## src/verilog/ocp_gate_defs.svh

```systemverilog
// Register offsets, field positions and reset values of the over-current
// output gating block. Included by the testbench and the design file.
`ifndef OCP_GATE_DEFS_SVH
`define OCP_GATE_DEFS_SVH

`define OFS_OC_ENABLE     12'h000
`define OFS_FORCED_STATE  12'h004
`define OFS_CH0_CTRL      12'h008
`define OFS_CH1_CTRL      12'h00c
`define OFS_CH0_CAL       12'h010
`define OFS_CH1_CAL       12'h014
`define OFS_IRQ_STATUS    12'h018
`define OFS_IRQ_MASK      12'h01c
`define OFS_LIVE_STATUS   12'h020

`define RST_OC_ENABLE     8'h00
`define RST_FORCED_STATE  4'h0
`define RST_AMP_TRIM      6'h20
`define RST_CMP_TRIM      5'h10

// Channel control word: [1:0] mode, [4:2] gain select
`define CTRL_MODE_LSB     0
`define CTRL_GAIN_LSB     2
// Calibration word: [5:0] amp trim, [6] amp cal mode,
// [12:8] cmp trim, [13] cmp cal mode, [15] compare output (read only)
`define CAL_AMP_TRIM_LSB  0
`define CAL_AMP_MODE_BIT  6
`define CAL_CMP_TRIM_LSB  8
`define CAL_CMP_MODE_BIT  13
`define CAL_CMP_OUT_BIT   15

`define GAIN_UNITY        3'h0
`define HTRANS_NONSEQ     2'h2
`define ADDR_DEC_BITS     12

`endif

```

## src/verilog/ocp_gate_pkg.sv

```systemverilog
// Types shared by the over-current output gating block.
// Assumes ocp_gate_defs.svh is on the include path.
`default_nettype none
package ocp_gate_pkg;
   typedef enum logic [1:0]
   {
      MODE_OFF,
      MODE_NONINV,
      MODE_INV,
      MODE_CAL
   } ocp_mode_t;

   // One channel's trim and calibration state
   typedef struct packed
   {
      logic       cmp_cal_mode_bit;
      logic [4:0] cmp_trim_field;
      logic       amp_cal_mode_bit;
      logic [5:0] amp_trim_field;
   } chan_cal_t;

   // Four PWM outputs, bit order pair1 low, pair1 high, pair0 low, pair0 high
   typedef struct packed
   {
      logic pair1_low;
      logic pair1_high;
      logic pair0_low;
      logic pair0_high;
   } pwm_set_t;
endpackage
`default_nettype wire

```

## src/verilog/ocp_output_gate.sv

```systemverilog
// Over-current output gating, channel mode and calibration control with
// an AHB-Lite register slave. Assumes detector and compare inputs are
// already synchronous to clk; analog paths live outside.
`default_nettype none
`include "ocp_gate_defs.svh"
module ocp_output_gate
   import ocp_gate_pkg::*;
(
   // Clock and reset
   input  wire logic        clk,
   input  wire logic        rst,
   // AHB-Lite slave
   input  wire logic        hsel,
   input  wire logic [31:0] haddr,
   input  wire logic [1:0]  htrans,
   input  wire logic        hwrite,
   input  wire logic [2:0]  hsize,
   input  wire logic [31:0] hwdata,
   input  wire logic        hready,
   output logic      [31:0] hrdata,
   output logic             hreadyout,
   output logic             hresp,
   // Detectors and comparators
   input  wire logic [1:0]  overcurrent_detect,
   input  wire logic [1:0]  compare_raw,
   // PWM path
   input  wire pwm_set_t    pwm_in,
   output pwm_set_t         pwm_out,
   // Analog control
   output ocp_mode_t        channel_mode_field [2],
   output logic [2:0]       gain_select_field [2],
   output logic [1:0]       unity_buffer,
   output logic [1:0]       calibration_switch,
   output chan_cal_t        chan_cal [2],
   // Interrupt
   output logic             irq
);
   logic [7:0]  oc_enable;
   pwm_set_t    output_forced_state_reg;
   logic [1:0]  irq_status;
   logic [1:0]  irq_mask;
   logic [1:0]  oc_prev;
   logic [11:0] addr_q;
   logic        wr_q;

   // Address phase capture; data phase always zero wait
   wire addr_phase = hsel && hready && htrans == `HTRANS_NONSEQ;
   wire wr_hit     = wr_q;
   wire [1:0] oc_rise = overcurrent_detect & ~oc_prev;

   assign hreadyout = 1'b1;
   assign hresp     = 1'b0;

   always_ff @(posedge clk or posedge rst)
      if (rst)
      begin
         addr_q <= 12'h000;
         wr_q   <= 1'b0;
      end
      else
      begin
         addr_q <= haddr[`ADDR_DEC_BITS-1:0];
         wr_q   <= addr_phase && hwrite;
      end

   always_ff @(posedge clk or posedge rst)
      if (rst)
      begin
         oc_enable               <= `RST_OC_ENABLE;
         output_forced_state_reg <= `RST_FORCED_STATE;
         irq_mask                <= 2'h0;
      end
      else if (wr_hit)
      begin
         if (addr_q == `OFS_OC_ENABLE)
            oc_enable <= hwdata[7:0];
         if (addr_q == `OFS_FORCED_STATE)
            output_forced_state_reg <= hwdata[3:0];
         if (addr_q == `OFS_IRQ_MASK)
            irq_mask <= hwdata[1:0];
      end

   // Sticky over-current events; a new rising edge beats the clear
   always_ff @(posedge clk or posedge rst)
      if (rst)
      begin
         irq_status <= 2'h0;
         oc_prev    <= 2'h0;
      end
      else
      begin
         oc_prev    <= overcurrent_detect;
         irq_status <= (irq_status & ~((wr_hit && addr_q == `OFS_IRQ_STATUS)
                       ? hwdata[1:0] : 2'h0)) | oc_rise;
      end

   assign irq = |(irq_status & irq_mask);

   // Per-channel mode, gain and calibration registers
   genvar ch;
   generate
      for (ch = 0; ch < 2; ch++)
      begin : g_chan
         wire [11:0] ctrl_ofs = ch ? `OFS_CH1_CTRL : `OFS_CH0_CTRL;
         wire [11:0] cal_ofs  = ch ? `OFS_CH1_CAL : `OFS_CH0_CAL;
         always_ff @(posedge clk or posedge rst)
            if (rst)
            begin
               channel_mode_field[ch] <= MODE_OFF;
               gain_select_field[ch]  <= 3'h0;
               chan_cal[ch]           <= {1'b0, `RST_CMP_TRIM, 1'b0,
                                          `RST_AMP_TRIM};
            end
            else if (wr_hit)
            begin
               if (addr_q == ctrl_ofs)
               begin
                  channel_mode_field[ch] <=
                     ocp_mode_t'(hwdata[`CTRL_MODE_LSB +: 2]);
                  gain_select_field[ch] <= hwdata[`CTRL_GAIN_LSB +: 3];
               end
               // Trims stay writable in every mode so software can step
               // them one at a time during a sweep
               if (addr_q == cal_ofs)
                  chan_cal[ch] <= {hwdata[`CAL_CMP_MODE_BIT],
                                   hwdata[`CAL_CMP_TRIM_LSB +: 5],
                                   hwdata[`CAL_AMP_MODE_BIT],
                                   hwdata[`CAL_AMP_TRIM_LSB +: 6]};
            end
         assign unity_buffer[ch] = channel_mode_field[ch] == MODE_NONINV &&
            gain_select_field[ch] == `GAIN_UNITY;
         // Switch closes only for comparator calibration; open otherwise
         assign calibration_switch[ch] = channel_mode_field[ch] == MODE_CAL
            && chan_cal[ch].cmp_cal_mode_bit
            && !chan_cal[ch].amp_cal_mode_bit;
      end
   endgenerate

   // Output gating: each output forced if any enabling detector fires
   genvar b;
   generate
      for (b = 0; b < 4; b++)
      begin : g_gate
         wire force_out = (oc_enable[b] && overcurrent_detect[0]) ||
                          (oc_enable[b+4] && overcurrent_detect[1]);
         // Combinational so the output follows the detector with no lag
         assign pwm_out[b] = force_out ? output_forced_state_reg[b]
                                       : pwm_in[b];
      end
   endgenerate

   // Read mux
   wire [31:0] cal_rd [2];
   generate
      for (ch = 0; ch < 2; ch++)
      begin : g_rd
         assign cal_rd[ch] = {16'h0000, compare_raw[ch], 1'b0,
            chan_cal[ch].cmp_cal_mode_bit, chan_cal[ch].cmp_trim_field,
            1'b0, chan_cal[ch].amp_cal_mode_bit,
            chan_cal[ch].amp_trim_field};
      end
   endgenerate

   logic [31:0] next_rdata;
   always_comb
   begin
      unique case (haddr[`ADDR_DEC_BITS-1:0])
         `OFS_OC_ENABLE:    next_rdata = {24'h0, oc_enable};
         `OFS_FORCED_STATE: next_rdata = {28'h0, output_forced_state_reg};
         `OFS_CH0_CTRL:     next_rdata = {27'h0, gain_select_field[0],
                                          channel_mode_field[0]};
         `OFS_CH1_CTRL:     next_rdata = {27'h0, gain_select_field[1],
                                          channel_mode_field[1]};
         `OFS_CH0_CAL:      next_rdata = cal_rd[0];
         `OFS_CH1_CAL:      next_rdata = cal_rd[1];
         `OFS_IRQ_STATUS:   next_rdata = {30'h0, irq_status};
         `OFS_IRQ_MASK:     next_rdata = {30'h0, irq_mask};
         `OFS_LIVE_STATUS:  next_rdata = {28'h0, calibration_switch,
                                          overcurrent_detect};
         default:           next_rdata = 32'h0000_0000;
      endcase
   end

   always_ff @(posedge clk or posedge rst)
      if (rst)
         hrdata <= 32'h0000_0000;
      else if (addr_phase && !hwrite)
         hrdata <= next_rdata;

   // Checks
   a_force_level: assert property (@(posedge clk) disable iff (rst)
      (oc_enable[0] && overcurrent_detect[0])
      |-> pwm_out[0] == output_forced_state_reg[0])
      else $error("forced level not applied");
   a_pass_through: assert property (@(posedge clk) disable iff (rst)
      (oc_enable[3] == 1'b0 && oc_enable[7] == 1'b0)
      |-> pwm_out[3] == pwm_in[3])
      else $error("disabled output was gated");
   a_release_pwm: assert property (@(posedge clk) disable iff (rst)
      ($fell(overcurrent_detect[1]) && !overcurrent_detect[0])
      |-> pwm_out == pwm_in)
      else $error("output stuck after release");
   a_enable_write: assert property (@(posedge clk) disable iff (rst)
      (wr_hit && addr_q == `OFS_OC_ENABLE) |=> oc_enable == $past(hwdata[7:0]))
      else $error("enable register not written");
   a_mode_write: assert property (@(posedge clk) disable iff (rst)
      (wr_hit && addr_q == `OFS_CH0_CTRL)
      |=> channel_mode_field[0] == $past(hwdata[1:0]))
      else $error("mode not written");
   // Judged against the written word, not the decode it guards
   a_unity_buffer: assert property (@(posedge clk) disable iff (rst)
      (wr_hit && addr_q == `OFS_CH0_CTRL)
      |=> unity_buffer[0] == ($past(hwdata[4:0]) == 5'h01))
      else $error("unity buffer wrong");
   a_cal_switch: assert property (@(posedge clk) disable iff (rst)
      channel_mode_field[1] != MODE_CAL |-> !calibration_switch[1])
      else $error("switch closed outside calibration");
   a_compare_read: assert property (@(posedge clk) disable iff (rst)
      (addr_phase && !hwrite && haddr[11:0] == `OFS_CH0_CAL)
      |=> hrdata[`CAL_CMP_OUT_BIT] == $past(compare_raw[0]))
      else $error("compare bit misread");
   a_trim_write: assert property (@(posedge clk) disable iff (rst)
      (wr_hit && addr_q == `OFS_CH1_CAL)
      |=> chan_cal[1].amp_trim_field == $past(hwdata[5:0]))
      else $error("trim not written");
   // A clear written in the cycle of a new event must not lose it
   a_event_wins: assert property (@(posedge clk) disable iff (rst)
      oc_rise[0] |=> irq_status[0])
      else $error("event lost to clear");

   c_forced: cover property (@(posedge clk) pwm_out != pwm_in);
   c_cal_sw: cover property (@(posedge clk) calibration_switch[0]);
   c_irq:    cover property (@(posedge clk) $rose(irq));
endmodule
`default_nettype wire
```

## config.mk

```make
export PLATFORM = sky130hd
export DESIGN_NAME = ocp_output_gate
export DESIGN_NICKNAME = d
export VERILOG_FILES = /design/src/verilog/ocp_gate_pkg.sv /design/src/verilog/ocp_output_gate.sv
export VERILOG_INCLUDE_DIRS = /design/src /design/src/verilog
export SDC_FILE = /design/constraint.sdc
export NUM_CORES = 1
export LEC_CHECK = 0
export ABC_AREA = 0
export ABC_CLOCK_PERIOD_IN_PS = 7350
export BUFFER_PORTS_ARGS = -buffer_cell sky130_fd_sc_hd__buf_4
export CORE_UTILIZATION = 40
export CTS_CLUSTER_SIZE = 12
export DETAILED_ROUTE_END_ITERATION = 8
export PLACE_DENSITY = 0.66
export SLEW_MARGIN = 15
export SYNTH_ARGS = -nofsm -noshare
export SYNTH_HDL_FRONTEND = slang
export SYNTH_SLANG_ARGS = --single-unit
```

## constraint.sdc

```tcl
create_clock -name clk -period 7.35 [get_ports clk]
set_input_delay 0.735 -clock clk [delete_from_list [all_inputs] [get_ports clk]]
set_output_delay 0.735 -clock clk [all_outputs]
set_load 0.03 [all_outputs]
```

[Word-level counts from Yosys, hierarchy flattened]
Index checks and enable logic that the tools add are counted.
Word-level totals
  flip-flop bits (word level): 99
  bits of input ports: 82
  output and inout bits: 79
  word-level logic and storage cells: 93
Operators by class
  eq/ne operators: 20
  multiplexer cells: 6
  bitwise operators: 6
  reductions and logical operators: 38
Operator list (number)
  16-bit case mux with 9 select lines: 1
  12-bit by 5-bit == test with 1-bit output, second input constant: 8
  12-bit by 4-bit == test with 1-bit output, second input constant: 4
  12-bit by 3-bit == test with 1-bit output, second input constant: 2
  12-bit logical NOT: 2
  1-bit logical AND: 19
  2-bit AND reduction: 7
  12-bit by 6-bit == test with 1-bit output, second input constant: 1
  2-bit bitwise AND: 3
  2-bit == test, second input constant: 3
  3-bit logical NOT: 2
  2-bit by 1-bit == test with 1-bit output, second input constant: 2
  1-bit logical OR: 4
  1-bit two-way mux: 4
  2-bit inverter: 2
  1-bit logical NOT: 3
  2-bit two-way mux: 1
  2-bit bitwise OR: 1
  2-bit OR reduction: 1

[Depth between registers and ports, before layout]
Gate-level depths: netlist of run 1.
  depth in word-level cells: 6
  gate-level depth with buffers: 6
  mapped depth without buffers: 5

[Least setup slack after synthesis of run 1]
OpenSTA, ideal clock, no wires.
  path type: input port to flip-flop
  from: input haddr[7]
  to: register hrdata[13]
  library setup time: 77 ps
  arrival time: 2414 ps
  data required time: 7273 ps
  slack: 4859 ps
  cell stages on the path: 5
  buffers on the path: 0
  path through: or4_4 or4b_4 nor4_4 a22oi_1 o21ai_1
Between the ends
  cells in the longest elaborated chain, start to end: 2
  elaborated cells between the ends (all ways): 10
  classes of those cells: eq/ne (8); mux (1); reduce/logical (1)
Ends and longest elaborated chain
  from (decl): line ocp_output_gate.sv:14  | input wire logic [31:0] haddr,
  12-bit by 6-bit == test with 1-bit output, or another cell as far along: line ocp_output_gate.sv:167  | unique case (haddr[`ADDR_DEC_BITS-1:0])
  16-bit case mux with 9 select lines (*): line ocp_output_gate.sv:167
  to (signal assigned): line ocp_output_gate.sv:188  | hrdata <= next_rdata;
  to (decl): line ocp_output_gate.sv:20  | output logic [31:0] hrdata,
Every way passes the cells marked *; elsewhere a longest branch is shown, timed or not.
A chain may end at the register's enable or synchronous reset.

[Worst setup path after layout of run 1]
  from: input haddr[7]
  to: register hrdata[9]
The elaborated chain is that of the path after synthesis.

==> metrics, run 1 <==
Main synth FF type=dfrtp_1; DR WL/cell=18.0 µm; cts repair resizes=0; max reg flops=26; Finished Cell Area=4810 µm²; setup bufs post-CTS=0; core area=9240 µm²; Top Layer Used=met4; MaxCap Viol Count=0; worst-margin pin slew=1030 ps; chip width=99.7 µm; most frequent cells in the layout=buf_4, dfrtp_1, mux2_2; required time of the critical path=7630 ps; Worst Path Arrival=2790 ps; number of cells after detailed placement=520; Setup Skew=11.3 ps; drc violations=0; Setup-failing EPs final=0; largest register by flop count=chan_cal; detailed-route vias per instance=5.17; # IOs=161; H-tree levels=3; most common cell after layout, fill and taps aside=buf_4; CTS Buf Count=9; R2R depth=4; HPWL after DPL=6840 µm; Initial Utilization=0.413; critical path class=in2reg; Final Hold Fails=0; DIE HEIGHT=99.7 µm; Area Growth Syn to Fin=26.2%; relative slew slack=0.312; met2 routed WL=4550 µm; Met3 Routed Length=593 µm; RSZ-0062 raised after global routing=no; Worst-Skew Late Latency=350 ps; final wirelength=9660 µm; share of layout cells above drive strength 1=0.455; Cell Area, Placed=4570 µm²; Max Buffers Root-to-Sink=2; number of distinct library cells after synthesis=47; Synth async-reset ratio=1.00; number of flops mapped to enable cells by yosys=0; fmax=398 MHz; largest net degree at the start of global routing=83; worst hold path class=reg2reg; post-route setup TNS=0 ps; CP max FO=7; Yosys Warn Count=0; Final nets=484; peak supply drop=0.0823 mV; post-synthesis cell count=304; Iteration-0 DRC Markers=166; Total GRT Usage=0.208; clock sink count=82; clk slew on worst S/H paths=80 ps; Regs by FF count=chan_cal x26, hrdata x15, addr_q x12; startpoint types=input port; Inserted Diodes=0; vias in the first global route=2777; CTS tree=yes; Hold Crit Depth=2; remaining antenna violation count=0; initial antenna violation count=0; Power Density=205 nW/µm²; port buffer count=100; status=finished clean; first-pass GRT wire length=15200 µm; RePlAce Congestion=0.930; row cnt=35; post-synthesis sequential area ratio=0.539; DIE AREA=9930 µm²; via count=2772; Synth Register Bits=82; mean post-synth cell area=12.5 µm²; cell area after synthesis=3810 µm²; leak pwr=2.22 nW; grt ovf=0; max-slew violations=0; Met1 Wirelength=4430 µm; Final Instance Count excl. Fillers=536; Root Buffer=clkbuf_8; Worst Setup End Kind=register; Tmin final=2510 ps; final period utilization=0.342; post-cts hold buffer count=0; First-pass DRT Iterations=4
-- power by group --
part / internal, W / leakage, nW / switching [W]
combinational: 0.0000445 / 1.09 / 0.0000702
sequential: 0.000466 / 1.01 / 0.0000119
clock: 0.000236 / 0.121 / 0.000157
total: 0.000747 / 2.22 / 0.000239
-- Yosys cell counts, types with 3 or more instances --
cell      instances  area share
o21ai_0           4      0.0052
inv_1             5      0.0049
dfstp_2           4       0.028
nand3_1           5      0.0066
mux2_2           56        0.17
nand2_1          18       0.018
buf_6             5       0.015
nor4_1            5      0.0082
mux2i_1          10       0.026
dfrtp_1          78        0.51
a21oi_1           3      0.0039
clkbuf_1          4      0.0039
o21ai_1          11       0.014
nand2b_1          3      0.0049
nor2_1           11       0.011
nor2b_1           4      0.0066
nand4_1           3      0.0049
buf_4            19       0.037
a22o_1            5       0.011
nor3_1            5      0.0066
a22oi_1          12       0.024
-- worst paths after layout --
check,start,to,slack [ps]
min in group asynchronous,rst,chan_cal[6],720
min,hrdata[13],hrdata[13],490
max reg2reg,addr_q[6],gain_select_field[5],5110
min reg2reg,hrdata[13],hrdata[13],490
max,haddr[7],hrdata[9],4840
max in group asynchronous,rst,addr_q[5],5990
-- through the flow --
stage	hold slack [ps]	setup slack (ps)	util	power (W)
after floorplan	483	4510	-	0.000562
after global placement	469	4480	0.494	0.000600
after detailed placement	480	4440	0.495	0.000602
after CTS	487	4820	0.521	0.000996
after global routing	481	4740	0.521	0.00103
final	491	4840	0.521	0.000986
-- cell type report --
class                      count  area, µm²
tap                          129        161
sequential                    82       2060
multi-input combinational    203       1570
inverter                       5       18.8
clock buffer                  12        145
fill                         843       4430
clock inverter                 4       98.8
timing repair buffer         101        758
-- worst max-delay path: stages --
cell and delay (ps):
buf_4 110, or4_4 550, or4b_4 570, nor4_4 490, a22oi_1 180, o21ai_1 150
-- kinds of logic (layout without fill, tap and decap cells) --
family,after synthesis,in the layout,synth area share
multiplexers,68,68,0.203
AO/OA/AOI/OAI,47,47,0.0856
flip-flops,82,82,0.539
AND/OR/NAND/NOR,69,69,0.103
other,2,19,0.00197
buffers and inverters,36,122,0.0666
-- routing by layer --
layer	vias to the layer above	track usage
li1	1275	-
met1	1371	0.286
met2	119	0.320
met3	7	0.0534
met4	0	0.0701
met5	-	0
No activity file was read; power rests on OpenSTA's default activity.
==> inputs of run 2 (changes only) <==
ABC_AREA = 1   (was 0)
ABC_CLOCK_PERIOD_IN_PS = 2400   (was 7350)
PLACE_DENSITY = 0.65   (was 0.66)
clock period = 2.4 ns   (was 7.35 ns; I/O delays follow)
==> run 2 against run 1 <==
Effect of this change:
- non-clock buffer count increased by 10
- die area increased by 5.7%
- clock power increased to 2.6 times the previous value
- largest cell class unchanged
- highest routed layer unchanged
==> metrics, run 2 <==
count leader, synth=nand2_1; Area Growth Syn to Fin=26.3%; setup bufs post-CTS=0; cell area after synthesis=4040 µm²; vias in the first global route=3406; max reg flops=26; Worst-Skew Late Latency=360 ps; Synth Area in Compound Gates=0.114; final period utilization=0.785; Synth area leaders=dfrtp_1, nand2_1, nand3_1; drc violations=0; first-pass GRT wire length=17600 µm; post-cts hold buffer count=5; chip width=102 µm; detailed-route vias per instance=4.95; initial antenna violation count=0; DIE AREA=10500 µm²; worst-margin pin slew=707 ps; share of layout cells above drive strength 1=0.264; # IOs=161; Setup-failing EPs final=0; First-pass DRT Iterations=4; startpoint types=input port; DIE HEIGHT=102 µm; relative slew slack=0.528; grt ovf=0; Synth top cells by count=nand2_1, dfrtp_1, nand3_1; RSZ-0062 raised after global routing=no; worst hold path class=in2reg; remaining antenna violation count=0; peak supply drop=0.249 mV; Worst Path Arrival=2190 ps; post-synthesis mux area share=0.0112; share of the synthesized area in the top cell type=0.484; Final nets=667; port buffer count=100; MaxCap Viol Count=0; # fillers=921; via count=3581; number of distinct library cells after synthesis=31; Synth Register Bits=82; Setup Skew=7.64 ps; largest area contributor in the netlist=dfrtp_1; Inserted Diodes=0; most frequent cells in the layout=nand2_1, buf_4, dfrtp_1; core area=9770 µm²; Power Density=519 nW/µm²; required time of the critical path=2700 ps; Yosys Warn Count=0; RePlAce Congestion=0.898; DR WL/cell=15.2 µm; Iteration-0 DRC Markers=192; post-synthesis sequential area ratio=0.510; Synth async-reset ratio=1.00; row cnt=36; Worst Setup End Kind=register; Regs by FF count=chan_cal x26, hrdata x15, addr_q x12; CP max FO=18; critical path class=in2reg; Tmin final=1880 ps; Synth Area in XOR/XNOR=0; largest family of logic cells by synthesized area=simple AND/OR/NAND/NOR gates; simple-gate share of the synthesized area=0.263; cts repair resizes=0; Final Hold Fails=0; max-slew violations=0; number of flops mapped to enable cells by yosys=0; mean post-synth cell area=8.48 µm²; Main synth FF type=dfrtp_1; R2R depth=6; HPWL after DPL=8070 µm; H-tree levels=3; largest register by flop count=chan_cal; clock sink count=82; Initial Utilization=0.413; CTS tree=yes; Max Buffers Root-to-Sink=2; fmax=531 MHz; final wirelength=11000 µm; Total Power=0.00265 W; status=finished clean; Hold Crit Depth=1; post-synthesis cell count=476; most common cell after layout, fill and taps aside=nand2_1; Total GRT Usage=0.226; leak pwr=2.72 nW; Post-Synth Adder-Cell Area=0; Root Buffer=clkbuf_8; clk slew on worst S/H paths=80 ps; post-route setup TNS=0 ps; CTS Buf Count=9; largest net degree at the start of global routing=43
-- run 2: power by group --
part           switching (W)  internal (W)  leakage, nW
clock network       0.000485      0.000538        0.101
registers         0.00000785       0.00139        0.852
logic               0.000147     0.0000751         1.77
-- run 2: worst paths after layout --
check                            from       endpoint  slack [ps]
setup reg to reg           addr_q[11]   oc_enable[7]         710
hold reg to reg            oc_prev[0]  irq_status[0]         420
min in group asynchronous         rst   chan_cal[21]         530
hold / removal               haddr[1]      addr_q[1]          10
setup / recovery            haddr[11]      hrdata[4]         520
max in group asynchronous         rst   chan_cal[18]        1170
-- run 2: worst max-delay path, stage by stage --
cell           delay [ps]
dlygate4sd3_1         540
buf_4                 140
nor2_1                 90
nand2_1               140
inv_2                 320
buf_4                 250
nand3_1                90
nand2_1                90
inv_1                  40
nand4_1               100
nand2_1                80
nand2_1                60
-- run 2: cell type report --
class                   count  area (µm²)  area share
clock buffers              14         163      0.0319
clock inverters             2        35.0     0.00687
inverters                  47         178      0.0349
multi-input cells         334        1640       0.322
flip-flops and latches     82        2060       0.404
well taps                 133         166      0.0327
repair buffers            111         858       0.168
-- run 2: cells by family after synthesis --
family / Yosys count
flops: 82
compound gates: 78
simple gates: 233
mux: 4
other cells: 2
buf+inv: 77
-- run 2: per-layer routing --
| metal | vias to the layer above | wire length [µm] | GRT usage |
|---|---|---|---|
| met5 | - | 0 | 0 |
| met4 | 0 | 194 | 0.0857 |
| met3 | 15 | 504 | 0.0383 |
| met2 | 116 | 5220 | 0.356 |
| met1 | 1720 | 5080 | 0.313 |
| li1 | 1730 | - | - |
-- run 2: through the flow --
| stage | setup slack, ps | hold slack, ps | instance area [µm²] | utilization | std cells |
|---|---|---|---|---|---|
| detailed placement | 698 | 363 | 4850 | 0.496 | 702 |
| global placement | 705 | 361 | 4850 | 0.496 | 702 |
| global route | 378 | 4.79 | 5100 | 0.521 | 723 |
| finish | 517 | 14.7 | 5100 | 0.521 | 723 |
| floorplan | 58.2 | 271 | 4100 | - | 493 |
| CTS | 495 | 2.00 | 5100 | 0.521 | 723 |
==> inputs of run 3 (changes only) <==
ABC_AREA = 0   (was 1)
ABC_CLOCK_PERIOD_IN_PS = 1780   (was 2400)
PLACE_DENSITY = 0.66   (was 0.65)
clock period = 1.78 ns   (was 2.4 ns; I/O delays follow)
==> run 3 against run 2 <==
Effect of this change:
- the flow now finishes with violations (setup timing)
- total power is 42% higher
- non-clock buffer count rose by 19
- register-to-register slack lost 730 ps
- clock skew grew 5.5 ps
- largest cell class unchanged
- highest routed layer unchanged
==> metrics, run 3 (same netlist as run 1, synthesis figures left out) <==
Logic pwr share=0.135; Inserted Diodes=0; status=finished, violations left; clock sink count=82; Area Growth Syn to Fin=33.6%; clk slew on worst S/H paths=90 ps; crit-path cells=nor4_4 -> buf_4 -> nand3_2 -> or3_4 -> buf_6 -> mux2_2; most frequent cells in the layout=buf_4, dfrtp_1, mux2_2; final core occ=0.551; critical path class=reg2reg; largest net degree at the start of global routing=83; met2 usage=0.335; share of layout cells above drive strength 1=0.495; Initial Utilization=0.413; slowest cell on the critical path=dfrtp_1; clock power share=0.336; peak supply drop=0.463 mV; grt met1 use=0.295; WP buf/inv=2; Final nets=513; Root Buffer=clkbuf_8; HPWL after DPL=7260 µm; final wirelength=9920 µm; max-slew violations=0; vias in the first global route=2930; Power Density=736 nW/µm²; final period utilization=1.01; Tmin final=1800 ps; DR WL/cell=17.6 µm; Setup-failing EPs final=11; H-tree levels=3; Worst-Skew Late Latency=360 ps; # fillers=823; met3 usage=0.0429; worst hold path class=in2reg; Finished Cell Area=5090 µm²; Max Buffers Root-to-Sink=2; initial antenna violation count=0; # IOs=161; largest register by flop count=chan_cal; failing checks=setup timing; core area=9240 µm²; Iteration-0 DRC Markers=174; row cnt=35; post-route setup TNS=-135 ps; Net Sw Frac=0.282; internal power=0.00269 W; most common cell after layout, fill and taps aside=buf_4; via count=2944; MaxCap Viol Count=0; port buffer count=100; chip width=99.7 µm; Seq pwr share=0.528; Largest stage delay, worst path=400 ps; DIE HEIGHT=99.7 µm; Regs by FF count=chan_cal x26, hrdata x15, addr_q x12; First-pass DRT Iterations=4; Multi-input gate area=1630 µm²; CP max FO=6; CTS Buf Count=9; drc violations=0; max reg flops=26; top cell family by delay on the critical path=simple AND/OR/NAND/NOR gates; Total GRT Usage=0.214; RePlAce Congestion=0.966; first-pass GRT wire length=15600 µm; startpoint types=register; RSZ-0062 raised after global routing=yes; final worst slack=-18.6 ps; grt ovf=0; CTS tree=yes; Total Power=0.00375 W; most used routing layer=met2; fmax=556 MHz; Final Hold Fails=0; switching pwr=0.00106 W; FF/Latch Area=2060 µm²; Worst Setup End Kind=register; Setup Skew=13.2 ps; detailed-route vias per instance=5.21; leak pwr=2.33 nW; required time of the critical path=2030 ps; Cell Area, Placed=4740 µm²; DIE AREA=9930 µm²; Worst Path Arrival=2050 ps; remaining antenna violation count=0; smallest hold slack=21.3 ps
## run 3: worst paths after layout
kind | startpoint | end | slack, ps | cells past startpoint
max in group asynchronous | rst | chan_cal[24] | 920 | 4
min reg2reg | hrdata[6] | hrdata[6] | 500 | 2
min in group asynchronous | rst | addr_q[7] | 480 | 4
min | overcurrent_detect[1] | oc_prev[1] | 20 | 1
max reg2reg | addr_q[6] | chan_cal[1] | -20 | 6
max | addr_q[6] | chan_cal[1] | -20 | 6
## run 3: metal layers
layer	vias to the layer above	part of all wire
li1	1334	-
met1	1472	0.46
met2	128	0.47
met3	10	0.058
met4	0	0.013
met5	-	0
## run 3: layout make-up
type                    count  share of cell area
multi-input cells         203               0.321
clock inverters             6             0.00958
flip-flops and latches     82               0.404
clock buffers              10              0.0270
inverters                   5             0.00442
repair buffers            130               0.203
well taps                 129              0.0317
## run 3: power groups by stage
stage | Clock (W) | Combinational (W) | Sequential (W)
floorplan | 0 | 0.000262 | 0.00206
global placement | 0 | 0.000485 | 0.00201
detailed placement | 0 | 0.000490 | 0.00201
CTS | 0.00130 | 0.000510 | 0.00198
global route | 0.00140 | 0.000546 | 0.00199
finish | 0.00126 | 0.000508 | 0.00198
## run 3: timing repair
action / in CTS / in global routing
pin swaps: 1 / 4
buffers inserted: 1 / 1
endpoints found under the setup margin: 20 / 50
endpoints found under the hold margin: 87 / 0
gates resized for setup: 4 / 9
hold buffers: 10 / 0
## run 3: stage by stage
stage | std cells | worst slack [ps]
global route | 565 | -74.8
detailed placement | 538 | -402
CTS | 565 | -30.2
global placement | 538 | -348
floorplan | 321 | -154
finish | 565 | -18.6
